**config.mk**
```make
export PLATFORM = sky130hd
export DESIGN_NAME = asp_ctrl
export DESIGN_NICKNAME = d
export VERILOG_FILES = /design/src/asp_pkg.sv /design/src/asp_countdown.sv /design/src/asp_ctrl.sv
export SDC_FILE = /design/constraint.sdc
export NUM_CORES = 1
export LEC_CHECK = 0
export ABC_AREA = 1
export BUFFER_PORTS_ARGS = -buffer_cell sky130_fd_sc_hd__buf_4
export CORE_ASPECT_RATIO = 1.5
export CORE_MARGIN = 2
export CORE_UTILIZATION = 40
export DETAILED_ROUTE_END_ITERATION = 8
export SYNTH_ARGS = -nofsm -noshare
export SYNTH_HDL_FRONTEND = slang
export SYNTH_SLANG_ARGS = --single-unit
```
**constraint.sdc**
```tcl
create_clock -name sys_clk -period 2.37 [get_ports sys_clk]
set_clock_uncertainty 0.2 [all_clocks]
set_input_delay 0.237 -clock sys_clk [delete_from_list [all_inputs] [get_ports sys_clk]]
set_output_delay 0.237 -clock sys_clk [all_outputs]
set_load 0.03 [all_outputs]
```
**src/asp_pkg.sv**
```systemverilog
// asp_pkg: constants, states and carrier types for the static memory port
// assumes a 125 MHz system clock; figures are for the fastest speed grade
package asp_pkg;

  localparam int ASP_ADDR_W   = 15;
  localparam int ASP_DATA_W   = 8;
  localparam int ASP_CLK_PS   = 8000;

  // ==========================================================================
  // timing figures, picoseconds
  localparam int ASP_T_READ_CYCLE_PS = 20000;
  localparam int ASP_T_INDEX_ACC_PS  = 20000;
  localparam int ASP_T_GATE_VALID_PS = 10000;
  localparam int ASP_T_OUT_HOLD_PS   = 5000;
  localparam int ASP_T_WRITE_CYC_PS  = 20000;
  localparam int ASP_T_SEL_END_PS    = 15000;
  localparam int ASP_T_IDX_END_PS    = 15000;
  localparam int ASP_T_MIN_PULSE_PS  = 15000;
  localparam int ASP_T_DATA_SETUP_PS = 11000;
  localparam int ASP_T_DATA_HOLD_PS  = 0;
  localparam int ASP_T_RECOVERY_PS   = 0;
  localparam int ASP_T_STROBE_FLT_PS = 10000;
  localparam int ASP_T_OUT_ACT_PS    = 5000;
  localparam int ASP_T_DESEL_FLT_PS  = 10000;
  localparam int ASP_T_RETENTION_PS  = 20000;

  // least times round up, never below one cycle
  function automatic int asp_up(input int ps);
    int n;
    n = (ps + ASP_CLK_PS - 1) / ASP_CLK_PS;
    return (n < 1) ? 1 : n;
  endfunction

  function automatic int asp_max(input int a, input int b);
    return (a > b) ? a : b;
  endfunction

  localparam int ASP_PULSE_PS = asp_max(asp_max(ASP_T_MIN_PULSE_PS,
    ASP_T_SEL_END_PS), asp_max(ASP_T_IDX_END_PS,
    ASP_T_STROBE_FLT_PS + ASP_T_OUT_ACT_PS));
  localparam int ASP_RD_CYC   = asp_up(asp_max(ASP_T_READ_CYCLE_PS,
    asp_max(ASP_T_INDEX_ACC_PS, ASP_T_GATE_VALID_PS)));
  localparam int ASP_WR_PULSE = asp_up(asp_max(ASP_PULSE_PS,
    ASP_T_DATA_SETUP_PS));
  localparam int ASP_WR_CYC   = asp_up(ASP_T_WRITE_CYC_PS);
  localparam int ASP_WR_TAIL  = asp_max(asp_up(ASP_T_RECOVERY_PS),
    asp_max(ASP_WR_CYC - ASP_WR_PULSE, 1));
  localparam int ASP_FLOAT    = asp_up(ASP_T_DESEL_FLT_PS);
  localparam int ASP_RET_CYC  = asp_up(ASP_T_RETENTION_PS);
  localparam int ASP_CNT_W    = 8;

  localparam logic [ASP_CNT_W-1:0] ASP_CNT_ZERO = 8'h00;
  localparam logic [ASP_CNT_W-1:0] ASP_CNT_ONE  = 8'h01;

  typedef enum logic [2:0] {
    ASP_ST_WAKE   = 3'b000,
    ASP_ST_IDLE   = 3'b001,
    ASP_ST_READ   = 3'b010,
    ASP_ST_WRITE  = 3'b011,
    ASP_ST_WTAIL  = 3'b100,
    ASP_ST_FLOAT  = 3'b101
  } asp_state_t;

  typedef struct packed {
    logic                  write;
    logic [ASP_ADDR_W-1:0] addr;
    logic [ASP_DATA_W-1:0] data;
  } asp_req_t;

  typedef struct packed {
    logic                  select_n;
    logic                  strobe_n;
    logic                  gate_n;
    logic [ASP_ADDR_W-1:0] word_index_lines;
    logic [ASP_DATA_W-1:0] bus_out;
    logic                  bus_oe;
  } asp_pins_t;

endpackage

```
**src/asp_countdown.sv**
```systemverilog
// asp_countdown: loadable down counter that flags its last cycle
// assumes one clock domain; load wins over counting
`timescale 1ns/1ps
`default_nettype none
module asp_countdown
  import asp_pkg::*;
#(
  parameter int W = ASP_CNT_W
) (
  input  wire logic         sys_clk,   // system clock
  input  wire logic         resetn,    // async reset, active low
  input  wire logic         load,      // load a new count
  input  wire logic [W-1:0] value,     // count to load
  output logic              done       // count is at its last cycle
);

  logic [W-1:0] cnt_reg;
  logic [W-1:0] cnt_next;

  always_comb begin
    cnt_next = cnt_reg;
    if (load) begin
      cnt_next = value;
    end else if (cnt_reg != ASP_CNT_ZERO) begin
      cnt_next = cnt_reg - ASP_CNT_ONE;
    end
  end

  always_ff @(posedge sys_clk or negedge resetn) begin
    if (!resetn) begin
      cnt_reg <= ASP_CNT_ZERO;
    end else begin
      cnt_reg <= cnt_next;
    end
  end

  assign done = (cnt_reg <= ASP_CNT_ONE);

endmodule
`default_nettype wire

```
**src/asp_ctrl.sv**
```systemverilog
// asp_ctrl: synchronous controller for a 32K x 8 asynchronous static memory
// assumes requests from logic on sys_clk; the memory pins are off-chip
//
// Function
// - address changes only while select and write strobe are both high.
// - write recovery from first rising strobe; zero minimum, one cycle kept.
// - data bus driven only while the memory cannot drive it.
// - strobe low covers write pulse, float-plus-active time; gate stays high.
// - select-timed writes may keep the gate low; this design keeps it high.
// - write strobe held high throughout every read cycle.
// - write cycle at least 20 ns; select and index lead write end 15 ns.
// - write data valid 11 ns before write end, removed at or after it.
// - after supply recovery wait one read cycle time before any access.
`timescale 1ns/1ps
`default_nettype none
module asp_ctrl
  import asp_pkg::*;
#(
  parameter int AW = ASP_ADDR_W,
  parameter int DW = ASP_DATA_W
) (
  input  wire logic          sys_clk,          // system clock
  input  wire logic          resetn,           // async reset, active low
  input  wire logic          supply_ok,        // memory supply at full level
  input  wire logic          req_valid,        // request offered
  input  wire logic          req_write,        // 1 write, 0 read
  input  wire logic [AW-1:0] req_addr,         // byte index
  input  wire logic [DW-1:0] req_wdata,        // write data
  output logic               req_ready,        // request taken when valid
  output logic               rsp_valid,        // read data or write done pulse
  output logic [DW-1:0]      rsp_rdata,        // read data
  output logic [AW-1:0]      word_index_lines, // memory index pins
  output logic               select_n,         // memory select, active low
  output logic               strobe_n,         // write strobe, active low
  output logic               gate_n,           // output gate, active low
  output logic [DW-1:0]      shared_byte_bus_o,  // bus drive value
  output logic               shared_byte_bus_oe, // bus drive enable
  input  wire logic [DW-1:0] shared_byte_bus_i   // bus level from pins
);

  // ==========================================================================
  // state and pin registers
  asp_state_t      state_reg,  state_next;
  logic [AW-1:0]   addr_reg,   addr_next;
  logic [DW-1:0]   wdata_reg,  wdata_next;
  logic [DW-1:0]   rdata_reg,  rdata_next;
  logic            sel_reg,    sel_next;
  logic            stb_reg,    stb_next;
  logic            gate_reg,   gate_next;
  logic            oe_reg,     oe_next;
  logic            rdy_reg,    rdy_next;
  logic            rsp_reg,    rsp_next;
  logic            load;
  logic [ASP_CNT_W-1:0] load_val;
  logic            cnt_done;

  // ==========================================================================
  // supply level synchroniser: three stages, second and third must agree
  logic [2:0] sup_sync_reg;
  logic [2:0] sup_sync_next;
  logic       sup_good_reg;
  logic       sup_good_next;
  logic       sup_rise;

  always_comb begin
    sup_sync_next = {sup_sync_reg[1:0], supply_ok};
    sup_good_next = sup_good_reg;
    if (sup_sync_reg[1] == sup_sync_reg[2]) begin
      sup_good_next = sup_sync_reg[2];
    end
  end

  always_ff @(posedge sys_clk or negedge resetn) begin
    if (!resetn) begin
      sup_sync_reg <= 3'h0;
      sup_good_reg <= 1'b0;
    end else begin
      sup_sync_reg <= sup_sync_next;
      sup_good_reg <= sup_good_next;
    end
  end

  assign sup_rise = sup_good_next & ~sup_good_reg;

  // ==========================================================================
  // interval counter
  asp_countdown #(
    .W (ASP_CNT_W)
  ) u_cnt (
    .sys_clk (sys_clk),
    .resetn  (resetn),
    .load    (load),
    .value   (load_val),
    .done    (cnt_done)
  );

  // ==========================================================================
  // sequencer
  always_comb begin
    state_next = state_reg;
    addr_next  = addr_reg;
    wdata_next = wdata_reg;
    rdata_next = rdata_reg;
    sel_next   = sel_reg;
    stb_next   = stb_reg;
    gate_next  = gate_reg;
    oe_next    = oe_reg;
    rdy_next   = 1'b0;
    rsp_next   = 1'b0;
    load       = 1'b0;
    load_val   = ASP_CNT_ZERO;
    unique case (state_reg)
      ASP_ST_WAKE: begin
        sel_next  = 1'b1;
        stb_next  = 1'b1;
        gate_next = 1'b1;
        oe_next   = 1'b0;
        if (sup_rise) begin
          load     = 1'b1;
          load_val = ASP_CNT_W'(ASP_RET_CYC);
        end else if (sup_good_reg && cnt_done) begin
          state_next = ASP_ST_IDLE;
          rdy_next   = sup_good_next;
        end
      end
      ASP_ST_IDLE: begin
        // ready follows the synchronised supply so no offer is lost
        rdy_next = sup_good_next;
        if (!sup_good_reg) begin
          state_next = ASP_ST_WAKE;
          rdy_next   = 1'b0;
        end else if (req_valid && rdy_reg) begin
          // index moves only while both strobes are high
          addr_next = req_addr;
          rdy_next  = 1'b0;
          sel_next  = 1'b0;
          load      = 1'b1;
          if (req_write) begin
            wdata_next = req_wdata;
            stb_next   = 1'b0;
            gate_next  = 1'b1;
            oe_next    = 1'b1;
            load_val   = ASP_CNT_W'(ASP_WR_PULSE);
            state_next = ASP_ST_WRITE;
          end else begin
            stb_next   = 1'b1;
            gate_next  = 1'b0;
            oe_next    = 1'b0;
            load_val   = ASP_CNT_W'(ASP_RD_CYC);
            state_next = ASP_ST_READ;
          end
        end
      end
      ASP_ST_READ: begin
        if (cnt_done) begin
          // capture while index is still stable
          rdata_next = shared_byte_bus_i;
          rsp_next   = 1'b1;
          sel_next   = 1'b1;
          gate_next  = 1'b1;
          load       = 1'b1;
          load_val   = ASP_CNT_W'(ASP_FLOAT);
          state_next = ASP_ST_FLOAT;
        end
      end
      ASP_ST_WRITE: begin
        if (cnt_done) begin
          // both rise together; data and index held one more cycle
          sel_next   = 1'b1;
          stb_next   = 1'b1;
          rsp_next   = 1'b1;
          load       = 1'b1;
          load_val   = ASP_CNT_W'(ASP_WR_TAIL);
          state_next = ASP_ST_WTAIL;
        end
      end
      ASP_ST_WTAIL: begin
        if (cnt_done) begin
          oe_next    = 1'b0;
          state_next = ASP_ST_IDLE;
          rdy_next   = sup_good_next;
        end
      end
      ASP_ST_FLOAT: begin
        // memory may still drive until deselect float time passes
        if (cnt_done) begin
          state_next = ASP_ST_IDLE;
          rdy_next   = sup_good_next;
        end
      end
      default: begin
        state_next = ASP_ST_WAKE;
        sel_next   = 1'b1;
        stb_next   = 1'b1;
        gate_next  = 1'b1;
        oe_next    = 1'b0;
      end
    endcase
  end

  always_ff @(posedge sys_clk or negedge resetn) begin
    if (!resetn) begin
      state_reg <= ASP_ST_WAKE;
      addr_reg  <= '0;
      wdata_reg <= '0;
      rdata_reg <= '0;
      sel_reg   <= 1'b1;
      stb_reg   <= 1'b1;
      gate_reg  <= 1'b1;
      oe_reg    <= 1'b0;
      rdy_reg   <= 1'b0;
      rsp_reg   <= 1'b0;
    end else begin
      state_reg <= state_next;
      addr_reg  <= addr_next;
      wdata_reg <= wdata_next;
      rdata_reg <= rdata_next;
      sel_reg   <= sel_next;
      stb_reg   <= stb_next;
      gate_reg  <= gate_next;
      oe_reg    <= oe_next;
      rdy_reg   <= rdy_next;
      rsp_reg   <= rsp_next;
    end
  end

  // ==========================================================================
  // outputs straight from registers
  assign req_ready          = rdy_reg;
  assign rsp_valid          = rsp_reg;
  assign rsp_rdata          = rdata_reg;
  assign word_index_lines   = addr_reg;
  assign select_n           = sel_reg;
  assign strobe_n           = stb_reg;
  assign gate_n             = gate_reg;
  assign shared_byte_bus_o  = wdata_reg;
  assign shared_byte_bus_oe = oe_reg;

endmodule
`default_nettype wire

```
### Yosys cells after proc, flatten, opt, wreduce, memory -nomap -nowiden

Cells that the tools add are included.

| operators by class | value |
|---|---|
| add/subtract/negate cells | 1 |
| $mul | 0 |
| divide/modulo/power cells | 0 |
| magnitude comparators | 1 |
| equal/unequal tests | 16 |
| shift operators | 0 |
| multiplexer cells | 45 |
| bitwise logic cells | 6 |
| reductions and logical operators | 18 |

Operator list:

| operator | number |
|---|---|
| 1-bit two-way mux | 24 |
| 3-bit two-way mux | 7 |
| 4-bit AND reduction | 5 |
| 1-bit case mux with 3 select lines | 6 |
| 8-bit two-way mux | 2 |
| 3-bit case mux with 5 select lines | 1 |
| 2-bit != test, second input constant | 7 |
| 3-bit OR reduction | 3 |
| 8-bit by 1-bit less-or-equal comparator with 1-bit output, second input constant | 1 |
| 2-bit two-way mux | 4 |
| 2-bit case mux with 4 select lines | 1 |
| 8-bit nonzero test | 1 |
| 8-bit by 1-bit subtractor with 8-bit output, second input constant | 1 |
| 3-bit by 2-bit == test with 1-bit output, second input constant | 2 |
| 3-bit == test, second input constant | 2 |
| 6-bit AND reduction | 1 |
| 1-bit NOT | 5 |
| 2-bit by 1-bit != test with 1-bit output, second input constant | 2 |
| 2-bit OR reduction | 2 |
| 3-bit by 1-bit == test with 1-bit output, second input constant | 1 |
| 3-bit logical NOT | 1 |
| 3-bit != test, second input constant | 1 |
| 3-bit AND reduction | 1 |
| 1-bit logical AND | 2 |
| other kinds (4) | 4 |

| word-level totals | value |
|---|---|
| bits in registers | 52 |
| bits in latches | 0 |
| memory bits (writable) | 0 |
| bits in read-only memories | 0 |
| bits of input ports | 36 |
| output and inout bits | 37 |
| word-level logic and storage cells | 100 |
| memories kept | 0 |

### Depth between registers and ports, before layout

Gate-level depths: netlist of the first run.

| depth | value |
|---|---|
| depth in word-level cells | 6 |
| depth in mapped cells | 11 |
| gate-level depth less buffers | 11 |

### By module

From an unflattened synthesis of the first run, not the netlist that was laid out.

| second synthesis, totals | value |
|---|---|
| cells, all modules | 304 |
| area total of the unflattened synthesis | 2576.2 µm² |

By module, submodules not included:

| module | times used | cells an instance | area each (µm²) | seq. area each (µm²) |
|---|---|---|---|---|
| asp_ctrl | 1 | 221 | 2015.7 | 1104.8 |
| asp_countdown | 1 | 83 | 560.5 | 200.2 |

### Worst setup path before layout of the first run

Ideal clock, no wire load.

| path | value |
|---|---|
| path type | register to register |
| from | register u_cnt.cnt_reg[0] |
| to | register rdata_reg[0], in the netlist rsp_rdata[0] |
| setup time | 0.118 ns |
| arrival time | 1.343 ns |
| required time | 2.052 ns |
| setup slack | 0.709 ns |
| cell stages (with the launch flop) | 11 |
| buffers on the path | 1 |
| clock period less this slack | 1.661 ns |
| cell sequence | dfrtp_1 > inv_1 > ha_1 > inv_1 > nand2_1 > nand2_1 > nor2_1 > buf_4 > nand2_2 > nand2_1 > nand2_1 |

| on the way | value |
|---|---|
| cells in the longest elaborated chain, start to end | 2 |

RTL lines:

| what | line | RTL |
|---|---|---|
| start, declared | asp_countdown.sv:17 | `logic [W-1:0] cnt_reg;` |
| start signal, assigned | asp_countdown.sv:33 | `cnt_reg <= cnt_next;` |
| 8-bit by 1-bit less-or-equal comparator with 1-bit output | asp_countdown.sv:37 | `assign done = (cnt_reg <= ASP_CNT_ONE);` |
| 2-bit AND reduction (no line) | n/a |  |
| end signal, assigned | asp_ctrl.sv:217 | `rdata_reg <= rdata_next;` |
| end, declared | asp_ctrl.sv:46 | `logic [DW-1:0] rdata_reg, rdata_next;` |

Every way passes these cells.
A chain may end at the register's enable or synchronous reset.

### Final worst setup path of the first run

| path | value |
|---|---|
| from | register u_cnt.cnt_reg[0] |
| to | register rdata_reg[4], in the netlist rsp_rdata[4] |

Same word-level chain as after synthesis.

==> results.cfg, run 1 <==
[status]
status = finished clean

[critical_path]
timing.setup.critical_path_class = reg2reg
startpoint_type = flop
r2r_cells = 9
reg2reg_from = u_cnt.cnt_reg[0]$_DFFE_PN0P_
reg2reg_slack_ns = 0.49
worstSetupEndpointType = flop
worst_ep_arrival_time_ns = 1.92
critical_path_required_ns = 2.41
path_max_fanout = 8
rr_endpoint = rsp_rdata[4]$_DFFE_PN0P_

[place]
port-buffer-count = 72
gp_congestion = 0.860
place_hpwl_um = 4030

[drt]
num_vias = 2291
antenna_left = 0
firstDrtPassIters = 4
routed_wl_um = 5790
drcViolationCount = 0
drtIter0Drc = 106
routedWlPerCell_um = 11.7
vias_per_cell = 4.62

[layout]
fillers = 568
syn_to_final_growth_pct = 38.9
ff_latch_area_um2 = 1310
nets = 460
utilization_pct = 57.8
final_cell_mix = 125 x nand2_1, 73 x buf_4, 49 x dfrtp_1, 34 x nor2_1, 33 x dlygate4sd3_1
drive_gt1_share_pct = 25.6
antennaDiodeCount = 0
largest_reg_flops = 15
multi_input_area_um2 = 1080
layout_commonest_cell = nand2_1

[synth]
yosysWarnings = 0
syn_area_um2 = 2570
ys_seq_area_share_pct = 50.8
synth-compound-area-share_pct = 5.36
synthMuxAreaShare_pct = 0
synth-xor-area-share_pct = 0.341
synth_top_family_by_area = simple AND/OR/NAND/NOR gates
avgSynthCellArea_um2 = 8.15
synth_fa_ha_area_share_pct = 1.46
synthesis.nets = 354
yosys_register_bits = 52
synthCells = 315
yosys.area_share.simple_pct = 34.8
synth_cell_types = 32

[die]
die_area_um2 = 7090
rows = 35
start_util_pct = 41.6
io_pins = 73
die_w_um = 69.4
die_y_um = 102
core-area_um2 = 6170

[worst_hold_path]
worstHoldPathType = in2reg
hold_depth = 4
holdPathEnd = strobe_n$_DFFE_PN1P_
hold_path.startpoint = req_write

[flow_run]
drv_cap = 0

[timing]
min_period_over_period_pct = 79.2
setup_viol = 0
slew_headroom_pct = 58.2
finalHoldViolCount = 0
drv_slew = 0
max_freq_mhz = 533
rsz0062_at_grt = no
max_slew.worst_pin.slew_ns = 0.627
finalSetupTns_ns = 0
period_needed_ns = 1.88

[global_routing]
gr-total-overflow = 0
antenna_found_initial = 0
grt_start_max_net_pins = 53
track_usage_pct = 17.2
grt_pass1_wl_um = 9780
grt_pass1_vias = 2198

[pwr]
powerDensity_nw_per_um2 = 1200
peakVddDrop_v = 0.000528
leakagePower_nw = 1.89

[clock_tree]
cts_max_path_buffers = 2
path_clk_slew_ns = 0.09
cts_tree = built
worstSkewPairLatency_ns = 0.30
clockRootBuffer = clkbuf_8
ctsResizeCount = 0
cts_sinks = 52
htree_levels = 2
cts-buffers-inserted = 5
==> cell families after synthesis <==
logic type	after synthesis
and+or+nand+nor	199
DFF	52
buffers and inverters	39
AOI/OAI and AO/OA	21
adders and majority gates	3
xor gates and xnor gates	1
==> cell type report <==
type	instances	area share, %
clock buffer	8	2.52
inverter	32	3.47
multi-input combinational	224	30.2
sequential	52	36.6
tap	74	2.59
timing repair buffer	106	24.6
==> metal layers <==
layer / wire (um) / track usage, %
met1: 2390 / 20.2
met2: 3000 / 30.1
met3: 209 / 3.35
met4: 194 / 8.45
met5: 0 / 0
==> what timing repair did <==
item | 4_1_cts | 5_1_grt
hold buffers | 33 | 0
setup buffers | 0 | 0
endpoints found under the hold margin | 81 | 0
==> worst max-delay path by stage <==
stage                                            start                        to  slack [ns]
after global routing      u_cnt.cnt_reg[0]$_DFFE_PN0P_  rsp_rdata[7]$_DFFE_PN0P_        0.27
final                     u_cnt.cnt_reg[0]$_DFFE_PN0P_  rsp_rdata[4]$_DFFE_PN0P_        0.49
after CTS                 u_cnt.cnt_reg[0]$_DFFE_PN0P_  rsp_rdata[4]$_DFFE_PN0P_        0.44
after floorplan           u_cnt.cnt_reg[0]$_DFFE_PN0P_  rsp_rdata[0]$_DFFE_PN0P_        0.71
after global placement    u_cnt.cnt_reg[0]$_DFFE_PN0P_  rsp_rdata[4]$_DFFE_PN0P_        0.53
after detailed placement  u_cnt.cnt_reg[0]$_DFFE_PN0P_  rsp_rdata[4]$_DFFE_PN0P_        0.45
==> synth_stat cells <==
cell / n / area share (%)
a31oi_1: 1 / 0.24
buf_4: 3 / 0.88
nand2_2: 3 / 0.73
dfstp_2: 3 / 3.1
inv_4: 1 / 0.24
nand3_4: 1 / 0.68
a21oi_1: 3 / 0.58
nand2_4: 1 / 0.44
and2_1: 1 / 0.24
nor2_4: 2 / 0.88
or2_2: 1 / 0.24
o21ai_2: 8 / 2.7
nor2_2: 1 / 0.24
nor3_1: 2 / 0.39
buf_2: 1 / 0.19
nand2_8: 1 / 0.78
nand4_1: 2 / 0.49
ha_1: 3 / 1.5
inv_1: 27 / 3.9
xor2_1: 1 / 0.34
buf_6: 3 / 1.3
dfrtp_1: 49 / 48
o21ai_0: 7 / 1.4
nand2_1: 125 / 18
inv_2: 3 / 0.44
o21ai_1: 1 / 0.19
nor2_1: 34 / 5.0
nor2_8: 2 / 1.6
nand3_1: 22 / 4.3
o22ai_1: 1 / 0.24
clkinv_2: 1 / 0.19
nor3_4: 1 / 0.63
==> stage by stage <==
| stage | power (mW) | hold WS [ns] | cells | worst slack [ns] | instance area, um2 |
|---|---|---|---|---|---|
| 6_report | 4.29 | 0.0419 | 496 | 0.493 | 3570 |
| 3_5_place_dp | 3.77 | 0.116 | 455 | 0.452 | 3150 |
| 2_1_floorplan | 3.11 | -0.259 | 315 | 0.709 | 2570 |
| 5_1_grt | 4.66 | 0.0493 | 496 | 0.268 | 3570 |
| 3_3_place_gp | 3.74 | 0.117 | 455 | 0.525 | 3150 |
| 4_1_cts | 4.33 | 0.0347 | 496 | 0.436 | 3570 |
==> report_power, final <==
group	internal [mW]	total [mW]	switching, mW
Sequential	1.24	1.50	0.266
Combinational	0.844	2.27	1.43
Clock	0.239	0.510	0.272
==> worst max-delay path, stage by stage (launching register included) <==
cell     delay [ns]
dfrtp_1        0.42
inv_1          0.12
ha_1           0.22
inv_1          0.07
nand2_1        0.05
nand2_1        0.04
nor2_1         0.30
buf_4          0.23
nand3_1        0.07
nand2_1        0.09
(Power assumes the default switching activity.)
==> run 2: changes to the inputs <==
--- a/config.mk
+++ b/config.mk
@@ -11,6 +11,7 @@
 export CORE_MARGIN = 2
 export CORE_UTILIZATION = 40
 export DETAILED_ROUTE_END_ITERATION = 8
+export PLACE_DENSITY = 0.66
 export SYNTH_ARGS = -nofsm -noshare
 export SYNTH_HDL_FRONTEND = slang
 export SYNTH_SLANG_ARGS = --single-unit
==> constraint.sdc (replaced) <==
create_clock -name sys_clk -period 1.5 [get_ports sys_clk]
set_clock_uncertainty 0.2 [all_clocks]
set_input_delay 0.15 -clock sys_clk [delete_from_list [all_inputs] [get_ports sys_clk]]
set_output_delay 0.15 -clock sys_clk [all_outputs]
set_load 0.03 [all_outputs]
==> run 2 against run 1 <==
- largest power group unchanged
- critical endpoint is now rsp_rdata[5]$_DFFE_PN0P_
- fmax increased by 12%
- the run now ends with negative setup slack left
- total power up 99%
- first-iteration DRC count is 9.4% lower
- clock power up 82%
==> results.cfg, run 2 (synthesis results as in run 1) <==
[die]
core-area_um2 = 6170
rows = 35
die_w_um = 69.4
start_util_pct = 41.6
die_area_um2 = 7090
io_pins = 73
die_y_um = 102

[pwr]
seqPwrFrac_pct = 28.2
powerDensity_nw_per_um2 = 1980
p_comb_share_pct = 60.9
leakagePower_nw = 2.17
internal_power_mw = 4.73
p_sw_mw = 3.79
power.total_mw = 8.52
p_clk_share_pct = 10.9
peakVddDrop_v = 0.00103
swShare_pct = 44.5

[clock_tree]
cts_sinks = 52
cts_tree = built
clockRootBuffer = clkbuf_8
worstSkewPairLatency_ns = 0.31
cts-buffers-inserted = 5
htree_levels = 2
cts_max_path_buffers = 2
path_clk_slew_ns = 0.10

[drt]
num_vias = 2570
vias_per_cell = 4.76
routedWlPerCell_um = 12.9
firstDrtPassIters = 4
antenna_left = 0
drcViolationCount = 0
drtIter0Drc = 96
routed_wl_um = 6990

[global_routing]
gr-total-overflow = 0
antenna_found_initial = 0
grt_start_max_net_pins = 33
grt_pass1_vias = 2561
track_usage_pct = 19.9
grt_pass1_wl_um = 11200

[critical_path]
worstSetupEndpointType = flop
cp-startpoint = u_cnt.cnt_reg[1]$_DFFE_PN0P_
timing.setup.critical_path_class = reg2reg
critical_path_required_ns = 1.51
reg2reg_from = u_cnt.cnt_reg[1]$_DFFE_PN0P_
path_max_fanout = 8
startpoint_type = flop
crit_chain = inv_2 > ha_4 > inv_4 > nand2_2 > nand2_2 > nor2_4 > buf_6 > nand2_8 > nand2_1 > nand2_1
slowest_delay_ns = 0.38
worst_ep_arrival_time_ns = 1.68
worst_path_max_delay_cell = dfrtp_1

[layout]
design_area_um2 = 4300
drive_gt1_share_pct = 47.2
largest_reg_flops = 15
syn_to_final_growth_pct = 67.3
final_cell_mix = 102 x buf_4, 85 x nand2_1, 46 x dfrtp_1, 36 x nand2_2, 34 x dlygate4sd3_1
nets = 505
utilization_pct = 69.6
antennaDiodeCount = 0
fillers = 472
layout_commonest_cell = buf_4

[timing]
drv_slew = 0
rsz0062_at_grt = yes
slew_headroom_pct = 80.4
max_slew.worst_pin.slew_ns = 0.293
timing.hold.ws_ns = 0.0492
setup_viol = 44
period_needed_ns = 1.67
layout_setup_ws_ns = -0.170
finalHoldViolCount = 0
max_freq_mhz = 599
min_period_over_period_pct = 111

[place]
pre_cts_slack_ns = -0.190
port-buffer-count = 72
gp_congestion = 0.897
place_area_um2 = 3400
place_hpwl_um = 4700

[worst_hold_path]
worstHoldPathType = in2async

[status]
violations = negative setup slack
status = finished with violations

[flow_run]
drv_cap = 0
[run 2: final cells by class]
class / count / area [um2] / share of cell area, %
sequential: 52 / 1310 / 30.5
clock inverter: 1 / 30.0 / 0.699
multi-input combinational: 226 / 1360 / 31.7
tap: 74 / 92.6 / 2.15
inverter: 32 / 133 / 3.09
timing repair buffer: 149 / 1300 / 30.2
clock buffer: 6 / 72.6 / 1.69
[run 2: what timing repair did]
| item | in CTS | in global routing |
|---|---|---|
| resized for setup | 38 | 53 |
| buffers inserted | 10 | 3 |
| hold buffers | 34 | 0 |
| endpoints found under the hold margin | 84 | 0 |
| pin swaps | 15 | 29 |
| setup endpoints to repair | 48 | 48 |
| cloned | 1 | 2 |
[run 2: power by group through the flow]
stage,logic (mW),registers (mW),clock network (mW)
finish,5.19,2.40,0.929
global route,5.66,2.47,1.02
CTS,4.76,2.36,0.960
detailed placement,4.17,2.36,0
global placement,4.09,2.35,0
floorplan,1.97,2.99,0
[run 2: final timing paths]
check                      cells after the start  slack (ns)                         to
min                                            2        0.05        req_ready$_DFF_PN0_
max                                           10       -0.17   rsp_rdata[5]$_DFFE_PN0P_
min reg2reg                                    0        0.16  sup_sync_reg[1]$_DFF_PN0_
max reg2reg                                   10       -0.17   rsp_rdata[5]$_DFFE_PN0P_
max in group asynchronous                      3        0.51       strobe_n$_DFFE_PN1P_
min in group sys_clk                           0        0.16  sup_sync_reg[1]$_DFF_PN0_
[run 2: critical path, delay by kind of cell (launching register included)]
| kind | cells | cell delay (ns) |
|---|---|---|
| buffers and inverters | 3 | 0.31 |
| and+or+nand+nor | 6 | 0.51 |
| adders and majority gates | 1 | 0.18 |
| DFF | 1 | 0.38 |
[run 2: metrics by stage]
step | TNS [ns] | instances
2_1_floorplan | -0.227 | 315
6_report | -3.83 | 540
3_5_place_dp | -5.04 | 483
3_3_place_gp | -4.21 | 483
5_1_grt | -7.52 | 540
4_1_cts | -2.63 | 535
[run 2: metal layers]
| metal | share of wire [%] | vias to the layer above | global-route usage (%) |
|---|---|---|---|
| met2 | 57 | 66 | 38.3 |
| met5 | 0 | - | 0 |
| met1 | 38 | 1224 | 21.6 |
| met4 | 1.1 | 0 | 7.24 |
| li1 | - | 1274 | - |
| met3 | 4.4 | 6 | 3.75 |
==> run 3: changes to the inputs <==
--- a/config.mk
+++ b/config.mk
@@ -14,4 +14,5 @@
 export PLACE_DENSITY = 0.66
 export SYNTH_ARGS = -nofsm -noshare
 export SYNTH_HDL_FRONTEND = slang
+export SYNTH_HIERARCHICAL = 1
 export SYNTH_SLANG_ARGS = --single-unit
==> run 3 against run 2 <==
- the flow still finishes with violations (negative setup slack)
- largest power group unchanged
- critical path depth up 4
- register-to-register slack worse by 0.29 ns
- clock power down 13%
- non-clock buffer count up 8
==> results.cfg, run 3 <==
[status]
status = finished with violations
violations = negative setup slack

[die]
core-area_um2 = 6170
die_w_um = 69.5
io_pins = 73
die_area_um2 = 7110
die_y_um = 102
start_util_pct = 41.7
rows = 35

[layout]
final_cell_mix = 113 x buf_4, 91 x nand2_1, 47 x dfrtp_1, 33 x dlygate4sd3_1, 32 x inv_1
design_area_um2 = 4180
nets = 507
fillers = 485
fin_cells = 544
largest_reg_flops = 15
multi_input_area_um2 = 1180
ff_latch_area_um2 = 1310
drive_gt1_share_pct = 43.0
layout_commonest_cell = buf_4
syn_to_final_growth_pct = 62.3
antennaDiodeCount = 0

[worst_hold_path]
worstHoldPathType = in2reg
hold_path.startpoint = req_write

[synth]
yosysWarnings = 6
synthCells = 304
synth_top_area_share_pct = 47.6
synth_top_cell_by_area = dfrtp_1
yosysMostFrequentCell = nand2_1
synth_common_cells = 97 x nand2_1, 49 x dfrtp_1, 38 x inv_1, 24 x nor2_1, 19 x nand3_1
synthArstFlopShare_pct = 100
yosys_register_bits = 52
ys_seq_area_share_pct = 50.7
synth_area_leaders = dfrtp_1 48%, nand2_1 14%, inv_1 5.5%
synth_cell_types = 29
synth-edff-count = 0
syn_area_um2 = 2580
synth_ff_type = dfrtp_1
avgSynthCellArea_um2 = 8.47

[critical_path]
critPathBufInv = 5
startpoint_type = flop
worst_ep_arrival_time_ns = 1.99
worstSetupEndpointType = flop
path_max_fanout = 5
worst_path_max_delay_cell = dfrtp_1
timing.setup.critical_path_class = reg2reg
crit_top_cell = inv_2
critical_path_required_ns = 1.53
cp-startpoint = u_cnt/cnt_reg[1]$_DFFE_PN0P_
slowest_delay_ns = 0.40
crit_family = buffers and inverters
reg2reg_from = u_cnt/cnt_reg[1]$_DFFE_PN0P_
crit_chain = inv_2 > ha_2 > o21ai_2 > nor2_2 > inv_2 > nor2_4 > inv_2 > nand3_4 > buf_4 > clkbuf_16 > nand2_1 > o21ai_1 > nand2_1 > o21ai_1

[timing]
min_period_over_period_pct = 131
finalHoldViolCount = 0
rsz0062_at_grt = yes
layout_setup_ws_ns = -0.464
max_freq_mhz = 509
drv_slew = 0
timing.hold.ws_ns = 0.0110
setup_viol = 31
period_needed_ns = 1.96

[place]
port-buffer-count = 72
place_area_um2 = 3490
place_hpwl_um = 4550
pre_cts_slack_ns = -0.543
dp_cells = 485
gp_congestion = 0.852

[drt]
wl_met2_um = 3660
routedWlPerCell_um = 12.3
firstDrtPassIters = 5
top_layer_used = met4
wl_met3_um = 292
drcViolationCount = 0
routed_wl_um = 6690
drtIter0Drc = 99
vias_per_cell = 4.62
num_vias = 2514
antenna_left = 0
wl_met1_um = 2640

[clock_tree]
cts_sinks = 52
worstSkewPairLatency_ns = 0.31
cts_max_path_buffers = 2
cts-buffers-inserted = 5
cts_tree = built
clockRootBuffer = clkbuf_8
path_clk_slew_ns = 0.10
htree_levels = 2

[global_routing]
grt_pass1_wl_um = 11000
track_usage_pct = 19.3
gr-total-overflow = 0
grt_pass1_vias = 2476
antenna_found_initial = 0
grt_start_max_net_pins = 29

[pwr]
leakagePower_nw = 2.27
internal_power_mw = 3.58
swShare_pct = 40.2
powerDensity_nw_per_um2 = 1430
peakVddDrop_v = 0.000672
seqPwrFrac_pct = 33.7
p_sw_mw = 2.41
p_comb_share_pct = 52.8
p_clk_share_pct = 13.5

[flow_run]
drv_cap = 0
run 3: kinds of logic after synthesis:
family	share of synthesized area (%)
buf+inv	8.84
other cells	0.146
fa+ha+maj	0.971
compound gates	9.62
flops	50.7
xor+xnor	0.340
simple gates	29.4
run 3: power by group through the flow:
| stage | clock network, mW | logic (mW) | registers, mW |
|---|---|---|---|
| after floorplan | 0 | 1.23 | 2.48 |
| after global placement | 0 | 2.69 | 2.02 |
| after detailed placement | 0 | 2.73 | 2.03 |
| after CTS | 0.838 | 2.92 | 2.02 |
| after global routing | 0.884 | 3.46 | 2.07 |
| final | 0.808 | 3.17 | 2.02 |
run 3: worst paths after layout:
kind / to / slack [ns] / cells past startpoint
min in group asynchronous: state_reg[0]$_DFFE_PN0P_ / 0.09 / 2
hold / removal: strobe_n$_DFFE_PN1P_ / 0.01 / 4
max in group asynchronous: select_n$_DFFE_PN1P_ / 0.49 / 3
setup reg to reg: u_cnt/cnt_reg[1]$_DFFE_PN0P_ / -0.46 / 14
hold reg to reg: sup_sync_reg[1]$_DFF_PN0_ / 0.17 / 0
setup / recovery: u_cnt/cnt_reg[1]$_DFFE_PN0P_ / -0.46 / 14
run 3: metal layers:
layer	GRT usage, %	vias up
met5	0	-
met4	7.69	0
met3	3.94	13
met2	35.3	66
met1	22.0	1167
li1	-	1268
run 3: layout make-up:
cell class	instances	area share [%]
timing repair buffer	157	32.1
sequential	52	31.3
multi-input combinational	211	28.3
inverter	42	4.01
tap	74	2.21
clock buffer	6	1.74
clock inverter	2	0.389
run 3: stage by stage:
step           power [mW]  TNS (ns)  utilization (%)
6_report             5.99     -7.03             67.7
5_1_grt              6.41    -10.03             67.7
4_1_cts              5.77     -6.37             64.5
3_5_place_dp         4.77     -9.04             56.5
3_3_place_gp         4.71     -7.45             56.5
2_1_floorplan        3.71     -4.47                -
run 3: tightest hold or removal path: stages:
cell and delay [ns]:
buf_4 0.16, nand2_1 0.07, nand4_1 0.09, nand2_1 0.05
run 3: timing repair:
item | 4_1_cts | 5_1_grt
endpoints found under the setup margin | 46 | 44
pin swaps | 3 | 5
hold buffers | 33 | 0
buffers inserted | 4 | 11
gates resized for setup | 11 | 26
cloned | 1 | 2
hold endpoints to repair | 82 | 0
